[config.mk]
export PLATFORM = sky130hd
export DESIGN_NAME = atc_tx_encoder
export DESIGN_NICKNAME = d
export VERILOG_FILES = /design/src/design/atc_pkg.sv /design/src/design/atc_fifo.sv /design/src/design/atc_tx_encoder.sv
export VERILOG_INCLUDE_DIRS = /design/src /design/src/design
export SDC_FILE = /design/constraint.sdc
export NUM_CORES = 1
export LEC_CHECK = 0
export BUFFER_PORTS_ARGS = -buffer_cell sky130_fd_sc_hd__buf_2
export CAP_MARGIN = 25
export CORE_MARGIN = 1.5
export CORE_UTILIZATION = 42
export DETAILED_ROUTE_END_ITERATION = 8
export PLACE_DENSITY = 0.58
export SLEW_MARGIN = 10
export SYNTH_ARGS = -nofsm -noshare
export SYNTH_HDL_FRONTEND = slang
export SYNTH_SLANG_ARGS = --single-unit
[constraint.sdc]
create_clock -name ref_clk_i -period 4.05 [get_ports ref_clk_i]
set_input_delay 1.215 -clock ref_clk_i [delete_from_list [all_inputs] [get_ports ref_clk_i]]
set_output_delay 1.215 -clock ref_clk_i [all_outputs]
set_load 0.02 [all_outputs]
[src/design/atc_defines.svh]
/*
  Constants of the transmit encoder: cell geometry, command nibbles,
  generator values, mode codes and symbol timing.
  Assumes inclusion by bare name from the package and the design modules.
*/
`ifndef ATC_DEFINES_SVH
`define ATC_DEFINES_SVH

`define ATC_CELL_BYTES 6'h35
`define ATC_CELL_LAST 6'h34
`define ATC_FIFO_CELLS 2'h3
`define ATC_STORE_BYTES 159
`define ATC_STORE_AW 8
`define ATC_SLOT_LAST 2'h2
`define ATC_ESC_SYM 5'h02
`define ATC_CMD_SOC 4'h4
`define ATC_CMD_MARK 4'h8
`define ATC_SCRAMBLER_SEQUENCE_GEN_INIT 10'h3FF
`define ATC_SCRAMBLER_SEQUENCE_GEN_CYCLE 10'h3FF
`define ATC_MODE_U2 2'h0
`define ATC_MODE_U1 2'h1
`define ATC_MODE_NIB 2'h2
`define ATC_SYM_LAST 3'h4
`define ATC_FIFO_WORDS 4
`define ATC_BYTE_TOKEN_W 9

`endif

[src/design/atc_pkg.sv]
/*
  Types of the transmit encoder: cell input word, byte token, transmit
  states and the packed state record of the top module.
  Assumes atc_defines.svh is on the include path.
*/
`include "atc_defines.svh"

package atc_pkg;

  typedef enum logic [1:0] {ATC_TX_IDLE, ATC_TX_CMD, ATC_TX_DATA} atc_tx_state_t;

  typedef struct packed {
    logic soc;
    logic [15:0] data;
  } atc_cell_in_t;

  typedef struct packed {
    logic soc;
    logic [7:0] data;
  } atc_byte_t;

  typedef struct packed {
    logic [1:0] mode_s1;
    logic [1:0] mode_s2;
    logic ref_s1;
    logic ref_s2;
    logic ref_s3;
    logic pend_v;
    logic [7:0] pend;
    logic half_v;
    logic half_soc;
    logic [3:0] half;
    logic wr_act;
    logic [5:0] wr_idx;
    logic [1:0] wr_slot;
    logic [1:0] cells;
    logic [1:0] rd_slot;
    logic [5:0] rd_idx;
    logic lo;
    atc_tx_state_t st;
    logic in_cell;
    logic [3:0] cmd;
    logic cmd_esc;
    logic mark_pend;
    logic prev_esc;
    logic first;
    logic [9:0] scrambler_sequence_gen;
    logic [9:0] cyc;
    logic [2:0] bit_cnt;
    logic [4:0] shreg;
    logic line;
  } atc_state_t;

endpackage : atc_pkg

[src/design/atc_fifo.sv]
/*
  Small first-in first-out buffer with valid/ready on both sides.
  Assumes one clock and a depth that is a power of two.
*/
`timescale 1ns/1ps
`include "atc_defines.svh"

module atc_fifo #(
  parameter int W = `ATC_BYTE_TOKEN_W,
  parameter int D = `ATC_FIFO_WORDS
) (
  input wire logic ref_clk_i,
  input wire logic rst_i,
  input wire logic [W-1:0] in_data_i,
  input wire logic in_valid_i,
  output logic in_ready_o,
  output logic [W-1:0] out_data_o,
  output logic out_valid_o,
  input wire logic out_ready_i
);
  localparam int AW = $clog2(D);

  typedef struct packed {
    logic [AW:0] wp;
    logic [AW:0] rp;
  } atc_fifo_state_t;

  atc_fifo_state_t s_q, s_d;
  logic [W-1:0] mem_q [D];
  logic push;
  logic pop;
  logic full;
  logic empty;

  // extra pointer bit tells full from empty without a counter
  assign full = (s_q.wp[AW] != s_q.rp[AW]) && (s_q.wp[AW-1:0] == s_q.rp[AW-1:0]);
  assign empty = (s_q.wp == s_q.rp);
  assign in_ready_o = !full;
  assign out_valid_o = !empty;
  assign out_data_o = mem_q[s_q.rp[AW-1:0]];
  assign push = in_valid_i && !full;
  assign pop = out_ready_i && !empty;

  always_comb begin
    s_d = s_q;
    if (push) begin
      s_d.wp = s_q.wp + 1'b1;
    end
    if (pop) begin
      s_d.rp = s_q.rp + 1'b1;
    end
  end

  always_ff @(posedge ref_clk_i or posedge rst_i) begin
    if (rst_i) begin
      s_q <= '0;
    end else begin
      s_q <= s_d;
    end
  end

  always_ff @(posedge ref_clk_i) begin
    if (push) begin
      mem_q[s_q.wp[AW-1:0]] <= in_data_i;
    end
  end

endmodule : atc_fifo

[src/design/atc_tx_encoder.sv]
/*
  Transmit convergence path of one line port: cell interface assembly,
  three-cell store, command bytes, nibble scrambler, 4b/5b and NRZI.
  Assumes cells arrive on ref_clk_i; mode and timing reference are pins.
*/
`timescale 1ns/1ps
`include "atc_defines.svh"

// Function
// - command byte precedes every 53-byte cell
// - escape-escape starts cell, resets generators
// - escape-4 starts cell, generator keeps running
// - timing marker sent at once, octet boundary
// - cell bytes contiguous apart from marker
// - three-cell store, send only whole cells
// - nibbles to scrambler, high nibble first
// - xor data nibble with generator top bits
// - generator advances four bits per nibble
// - step every nibble, scramble only data
// - resetting command only after full cycle
// - first cell after power-on uses reset
// - consecutive escape pairs reset on last pair
// - encode x0 column of nibbles
// - encode x1 column of nibbles
// - encode x2 column of nibbles
// - encode x3 column of nibbles
// - seventeen symbols, escape is 00010
// - NRZI code the serial symbol stream
// - mode pins select cell interface width
// - toggle on one, symbol MSB first
// - idle keeps sending symbols, no new command
module atc_tx_encoder (
  input wire logic ref_clk_i,
  input wire logic rst_i,
  input wire logic [1:0] mode_sel_i,
  input wire logic tx_timing_ref_in_i,
  input wire atc_pkg::atc_cell_in_t cell_in_i,
  input wire logic cell_valid_i,
  output logic cell_ready_o,
  output logic line_tx_o
);

  atc_pkg::atc_state_t s_q, s_d;
  logic [7:0] mem_q [`ATC_STORE_BYTES];
  atc_pkg::atc_byte_t fin_data;
  atc_pkg::atc_byte_t fout_data;
  logic fin_valid;
  logic fin_ready;
  logic fout_valid;
  logic fout_ready;
  logic wr_en;
  logic [`ATC_STORE_AW-1:0] wr_addr;
  logic cell_done;
  logic cell_sent;
  logic fall;
  logic ld;
  logic esc;
  logic [3:0] nib;
  logic [4:0] sym;

  function automatic logic [4:0] enc5(input logic [3:0] n);
    logic [4:0] r;
    r = 5'h00;
    unique case (n)
      4'h0: r = 5'h15;
      4'h4: r = 5'h07;
      4'h8: r = 5'h12;
      4'hC: r = 5'h17;
      4'h1: r = 5'h09;
      4'h5: r = 5'h0D;
      4'h9: r = 5'h19;
      4'hD: r = 5'h1D;
      4'h2: r = 5'h0A;
      4'h6: r = 5'h0E;
      4'hA: r = 5'h1A;
      4'hE: r = 5'h1E;
      4'h3: r = 5'h0B;
      4'h7: r = 5'h0F;
      4'hB: r = 5'h1B;
      4'hF: r = 5'h1F;
    endcase
    return r;
  endfunction : enc5

  // four single-bit shifts of x^10 + x^7 + 1 per nibble
  function automatic logic [9:0] step4(input logic [9:0] p);
    logic [9:0] r;
    r = p;
    for (int k = 0; k < 4; k++) begin
      r = {r[8:0], r[9] ^ r[6]};
    end
    return r;
  endfunction : step4

  function automatic logic [1:0] slot_next(input logic [1:0] s);
    return (s == `ATC_SLOT_LAST) ? 2'h0 : 2'(s + 2'h1);
  endfunction : slot_next

  function automatic logic [`ATC_STORE_AW-1:0] addr(input logic [1:0] s, input logic [5:0] i);
    // widen first: slot base plus index overflows six bits
    return `ATC_STORE_AW'(s) * `ATC_STORE_AW'(`ATC_CELL_BYTES) + `ATC_STORE_AW'(i);
  endfunction : addr

  // byte tokens cross a small buffer so the store side can stall the input
  atc_fifo #(
    .W(`ATC_BYTE_TOKEN_W),
    .D(`ATC_FIFO_WORDS)
  ) u_in_fifo (
    .ref_clk_i(ref_clk_i),
    .rst_i(rst_i),
    .in_data_i(fin_data),
    .in_valid_i(fin_valid),
    .in_ready_o(fin_ready),
    .out_data_o(fout_data),
    .out_valid_o(fout_valid),
    .out_ready_i(fout_ready)
  );

  always_comb begin
    logic [5:0] idx;
    logic [7:0] rbyte;
    logic xx;
    idx = 6'h00;
    rbyte = 8'h00;
    xx = 1'b0;
    s_d = s_q;
    esc = 1'b0;
    nib = 4'h0;
    sym = 5'h00;
    cell_done = 1'b0;
    cell_sent = 1'b0;
    // pins pass two flops before use
    s_d.mode_s1 = mode_sel_i;
    s_d.mode_s2 = s_q.mode_s1;
    s_d.ref_s1 = tx_timing_ref_in_i;
    s_d.ref_s2 = s_q.ref_s1;
    s_d.ref_s3 = s_q.ref_s2;
    fall = s_q.ref_s3 && !s_q.ref_s2;

    // cell interface: split words or join nibbles into byte tokens
    cell_ready_o = 1'b0;
    fin_valid = 1'b0;
    fin_data = '0;
    if (s_q.pend_v) begin
      fin_valid = 1'b1;
      fin_data.data = s_q.pend;
      if (fin_ready) begin
        s_d.pend_v = 1'b0;
      end
    end else begin
      unique case (s_q.mode_s2)
        `ATC_MODE_U2: begin
          cell_ready_o = fin_ready;
          fin_valid = cell_valid_i;
          fin_data.soc = cell_in_i.soc;
          fin_data.data = cell_in_i.data[15:8];
          if (cell_valid_i && fin_ready) begin
            s_d.pend_v = 1'b1;
            s_d.pend = cell_in_i.data[7:0];
          end
        end
        `ATC_MODE_U1: begin
          cell_ready_o = fin_ready;
          fin_valid = cell_valid_i;
          fin_data.soc = cell_in_i.soc;
          fin_data.data = cell_in_i.data[7:0];
        end
        `ATC_MODE_NIB: begin
          if (s_q.half_v) begin
            cell_ready_o = fin_ready;
            fin_valid = cell_valid_i;
            fin_data.soc = s_q.half_soc;
            fin_data.data = {s_q.half, cell_in_i.data[3:0]};
            if (cell_valid_i && fin_ready) begin
              s_d.half_v = 1'b0;
            end
          end else begin
            cell_ready_o = 1'b1;
            if (cell_valid_i) begin
              s_d.half_v = 1'b1;
              s_d.half = cell_in_i.data[3:0];
              s_d.half_soc = cell_in_i.soc;
            end
          end
        end
        default: begin
          // reserved pin code: input held off
          cell_ready_o = 1'b0;
        end
      endcase
    end

    // store writer; a slot is free while fewer than three cells are whole
    fout_ready = (s_q.cells != `ATC_FIFO_CELLS);
    wr_en = 1'b0;
    wr_addr = '0;
    if (fout_valid && fout_ready && (fout_data.soc || s_q.wr_act)) begin
      idx = fout_data.soc ? 6'h00 : s_q.wr_idx;
      wr_en = 1'b1;
      wr_addr = addr(s_q.wr_slot, idx);
      s_d.wr_act = 1'b1;
      s_d.wr_idx = 6'(idx + 6'h01);
      if (idx == `ATC_CELL_LAST) begin
        s_d.wr_act = 1'b0;
        s_d.wr_slot = slot_next(s_q.wr_slot);
        cell_done = 1'b1;
      end
    end

    // serializer with NRZI: a one toggles the line, MSB leaves first
    ld = (s_q.bit_cnt == `ATC_SYM_LAST);
    s_d.line = s_q.line ^ s_q.shreg[4];
    s_d.shreg = {s_q.shreg[3:0], 1'b0};
    s_d.bit_cnt = 3'(s_q.bit_cnt + 3'h1);
    s_d.mark_pend = s_q.mark_pend || fall;
    rbyte = mem_q[addr(s_q.rd_slot, s_q.rd_idx)];

    if (ld) begin
      s_d.bit_cnt = 3'h0;
      unique case (s_q.st)
        atc_pkg::ATC_TX_IDLE, atc_pkg::ATC_TX_DATA: begin
          if (s_q.mark_pend && (s_q.st == atc_pkg::ATC_TX_IDLE || !s_q.lo)) begin
            // marker wins at the next octet boundary; a new edge is kept
            esc = 1'b1;
            s_d.cmd = `ATC_CMD_MARK;
            s_d.cmd_esc = 1'b0;
            s_d.mark_pend = fall;
            s_d.st = atc_pkg::ATC_TX_CMD;
          end else if (s_q.st == atc_pkg::ATC_TX_IDLE && s_q.cells != 2'h0) begin
            xx = s_q.first || (s_q.cyc == `ATC_SCRAMBLER_SEQUENCE_GEN_CYCLE);
            esc = 1'b1;
            s_d.cmd = `ATC_CMD_SOC;
            s_d.cmd_esc = xx;
            if (xx) begin
              s_d.first = 1'b0;
            end
            s_d.st = atc_pkg::ATC_TX_CMD;
          end else if (s_q.st == atc_pkg::ATC_TX_DATA) begin
            nib = (s_q.lo ? rbyte[3:0] : rbyte[7:4]) ^ s_q.scrambler_sequence_gen[9:6];
            s_d.lo = !s_q.lo;
            if (s_q.lo) begin
              s_d.rd_idx = 6'(s_q.rd_idx + 6'h01);
              if (s_q.rd_idx == `ATC_CELL_LAST) begin
                cell_sent = 1'b1;
                s_d.rd_slot = slot_next(s_q.rd_slot);
                s_d.in_cell = 1'b0;
                s_d.st = atc_pkg::ATC_TX_IDLE;
              end
            end
          end else begin
            // keep the line busy with scrambled filler, no command
            nib = s_q.scrambler_sequence_gen[9:6];
          end
        end
        atc_pkg::ATC_TX_CMD: begin
          esc = s_q.cmd_esc;
          nib = s_q.cmd;
          if (s_q.cmd == `ATC_CMD_MARK) begin
            s_d.st = s_q.in_cell ? atc_pkg::ATC_TX_DATA : atc_pkg::ATC_TX_IDLE;
          end else begin
            s_d.st = atc_pkg::ATC_TX_DATA;
            s_d.in_cell = 1'b1;
            s_d.rd_idx = 6'h00;
            s_d.lo = 1'b0;
          end
        end
        default: begin
          s_d.st = atc_pkg::ATC_TX_IDLE;
        end
      endcase
      sym = esc ? `ATC_ESC_SYM : enc5(nib);
      s_d.shreg = sym;
      s_d.prev_esc = esc;
      if (esc && s_q.prev_esc) begin
        // second escape of a pair: next nibble meets all-ones
        s_d.scrambler_sequence_gen = `ATC_SCRAMBLER_SEQUENCE_GEN_INIT;
        s_d.cyc = 10'h000;
      end else begin
        s_d.scrambler_sequence_gen = step4(s_q.scrambler_sequence_gen);
        if (s_q.cyc != `ATC_SCRAMBLER_SEQUENCE_GEN_CYCLE) begin
          s_d.cyc = 10'(s_q.cyc + 10'h001);
        end
      end
    end

    s_d.cells = 2'(s_q.cells + {1'b0, cell_done} - {1'b0, cell_sent});
  end

  always_ff @(posedge ref_clk_i or posedge rst_i) begin
    if (rst_i) begin
      s_q <= '0;
      s_q.first <= 1'b1;
      s_q.scrambler_sequence_gen <= `ATC_SCRAMBLER_SEQUENCE_GEN_INIT;
      s_q.ref_s1 <= 1'b1;
      s_q.ref_s2 <= 1'b1;
      s_q.ref_s3 <= 1'b1;
    end else begin
      s_q <= s_d;
    end
  end

  always_ff @(posedge ref_clk_i) begin
    if (wr_en) begin
      mem_q[wr_addr] <= fout_data.data;
    end
  end

  assign line_tx_o = s_q.line;
endmodule : atc_tx_encoder

==> flow_summary.toml <==
[hold_path]
hp-start = "s_d[79]$_DFF_PP0_"
hold_end = "s_q[79]$_DFF_PP0_"
hold_class = "reg2reg"
hold_path_depth = 0

[cts]
numCtsBuffers = 143
cts_sinks = 1394
cts_tree = "built"
cts-root-buf = "clkbuf_16"
clockBufferDepth = 3
worstSkewPairLatency_ps = 790
cts.clk_slew.worst_paths_ps = 60
h-tree-depth = 4
hold_buffers = 0

[synth]
synth-seq-cells = 1394
syn-cell-area_mm2 = 0.0560
ys_top_cells_by_area = "edfxtp_1 (70%), mux4_2 (14%), dfrtp_1 (3.2%)"
synth_common_cells = "edfxtp_1 (1308), mux4_2 (358), nor2_1 (235), nand2_1 (136), dfrtp_1 (72)"
avgSynthCellArea_um2 = 19.7
async_reset_ff_share_pct = 6.17
synthFlopType = "edfxtp_1"
synth.most_common_cell = "edfxtp_1"
synth_cells = 2839
synth_top_area_share_pct = 70.2
synth_nets = 2906
synth_seq_area_share_pct = 74.1
synth_warnings = 0
yosysTopAreaCell = "edfxtp_1"
synth_cell_type_count = 78
synth_edf_count = 1308

[global_route]
grt_pass1_wl_um = 212000
overflow = 0
grt_max_degree = 97
antenna_found_initial = 3
grt_pass1_vias = 30400
track_usage_pct = 21.7

[place]
dp_slack_ps = -734
gp_congestion = 0.929
hpwl_um = 96200
io_buffers = 24

[setup_path]
cp.arrival_ps = 5170
reg2reg_to = "s_q[2]$_DFF_PP0_"
worstPathMaxFanout = 11
end_kind = "flop"
ff2ff_setup_slack_ps = -460
rr_startpoint = "s_q[42]$_DFFE_PP0P_"
rr_worst_depth = 16
critPathLaunchType = "flop"
critPathKind = "reg2reg"
required_ps = 4700

[timing]
totalNegativeSetupSlack_ps = -1910
finalCritPeriodShare_pct = 111
setup_viol = 5
tightest_slew_ps = 987
maxSlewViolCount = 0
worst_clock_skew_ps = 24.2
fmax_ghz = 0.222
min_period_ps = 4510
layout_setup_ws_ps = -460
maxSlewHeadroom_pct = 34.2
rsz0062_at_grt = "yes"
hold_viol = 0

[route]
ant_nets = 0
met2WireLength_um = 69600
vias_per_cell = 5.66
drt-wirelength-per-cell_um = 28.0
dr.pass1.iters = 5
drt_iter0_drc = 3096
routed_wl_um = 146000
vias = 29600
met1_length_um = 60200
route.detailed.drc = 0
top_layer = "met4"
route.met3.wl_um = 11300

[pwr]
power_density_mw_per_mm2 = 608
p_leak_nw = 22.1
irDropWorstVdd_uv = 605

[status]
run_status = "finished with violations"
violations = "negative setup slack"

[flow_run]
maxCapViolCount = 0

[floorplan]
die_w_um = 368
core_area_mm2 = 0.132
die_height_um = 368
start_util_pct = 42.5
pin_count = 25
die_area_mm2 = 0.135
row_count = 133

[final_layout]
area_delta_synth_final_pct = 20.8
layout-drive-gt1-share_pct = 35.1
num-fill-cells = 10500
nNetsFinal = 3410
layer usage:
layer  vias up  GRT usage, %
met5         -             0
met4         0          6.92
met3       234          5.09
met2      1125          34.2
met1     15600          29.9
li1      12600             -
cell type report:
cell class	count	area, um2	area share, %
flip-flops and latches	1394	41400	61.3
multi-input cells	1266	14100	20.8
repair buffers	501	4910	7.27
clock buffers	191	3880	5.75
well taps	1755	2200	3.25
clock inverters	74	923	1.37
inverters	37	140	0.207
diodes	1	2.50	0.00370
worst max-delay path by stage:
stage,end,cells after the start,slack (ps),start
floorplan,mem_q[58][0]$_DFFE_PP_,16,50,u_in_fifo.s_q[0]$_DFFE_PP0P_
global placement,s_q[2]$_DFF_PP0_,14,-760,s_q[42]$_DFFE_PP0P_
detailed placement,s_q[2]$_DFF_PP0_,14,-730,s_q[42]$_DFFE_PP0P_
CTS,s_q[2]$_DFF_PP0_,13,-430,s_q[48]$_DFFE_PP0P_
global route,s_q[3]$_DFF_PP0_,15,-510,s_q[42]$_DFFE_PP0P_
finish,s_q[2]$_DFF_PP0_,16,-460,s_q[42]$_DFFE_PP0P_
sequential cells by signal, indices dropped and copies added, names as in the netlist:
register and cells:
mem_q 1272, s_d 4, s_q 75, u_in_fifo.s_q 6, line_tx_o 1, u_in_fifo.mem_q 36
stage by stage:
stage	hold slack (ps)	power [mW]	instance area, um2	std cells	utilization (%)
global route	355	42.5	67600	5218	51.3
detailed placement	336	27.8	61600	4928	46.8
floorplan	331	23.9	56000	2839	-
global placement	333	27.4	61600	4928	46.8
CTS	348	41.2	66700	5202	50.6
finish	347	41.1	67600	5219	51.3
power breakdown:
group,switching (mW),total [mW],leakage [nW],internal (mW)
combinational,5.70,8.23,6.95,2.53
sequential,0.309,19.4,12.8,19.1
clock,5.46,13.4,2.32,7.99
cells by family after synthesis:
group | synth area share [%]
adder cells (fa/ha/maj) | 1.04
multiplexers | 15.4
flip-flops | 74.1
XOR/XNOR | 0.608
AO/OA/AOI/OAI | 2.85
buffers and inverters | 1.76
AND/OR/NAND/NOR | 4.26
critical path, stage by stage (launching register included):
cell and delay [ps]:
dfrtp_1 410, ha_4 260, ha_4 160, fa_4 720, buf_12 200, buf_4 150
clkbuf_16 180, nand2_1 70, o21ai_2 70, mux4_2 470, mux4_2 530, nand4_1 280
o41ai_4 200, mux2i_1 170, buf_4 170, and3_4 160, a22o_1 170
what timing repair did:
action / in CTS / in global routing
buffers inserted: 7 / 10
gates resized for setup: 20 / 190
pin swaps: 11 / 21
endpoints found under the hold margin: 0 / 0
cloned: 2 / 5
setup endpoints to repair: 28 / 1277
layout by cell type (no fill, tap or decap), types with 24 or more instances in the layout:
cell       netlist  final
edfxtp_1      1308   1308
mux4_2         358    350
buf_4           23    343
nor2_1         235    166
clkbuf_16        0    152
nand2_1        136    129
dfrtp_1         72     72
buf_12           0     63
nor2_2           0     59
buf_6           20     56
o21ai_0         57     52
nand3_1         47     46
clkbuf_1        51     40
a21oi_1         39     37
inv_1           37     35
ha_1            40     34
mux2i_1         30     29
clkinv_1         0     29
buf_2           44     24
Power figures use the tool's default switching activity.
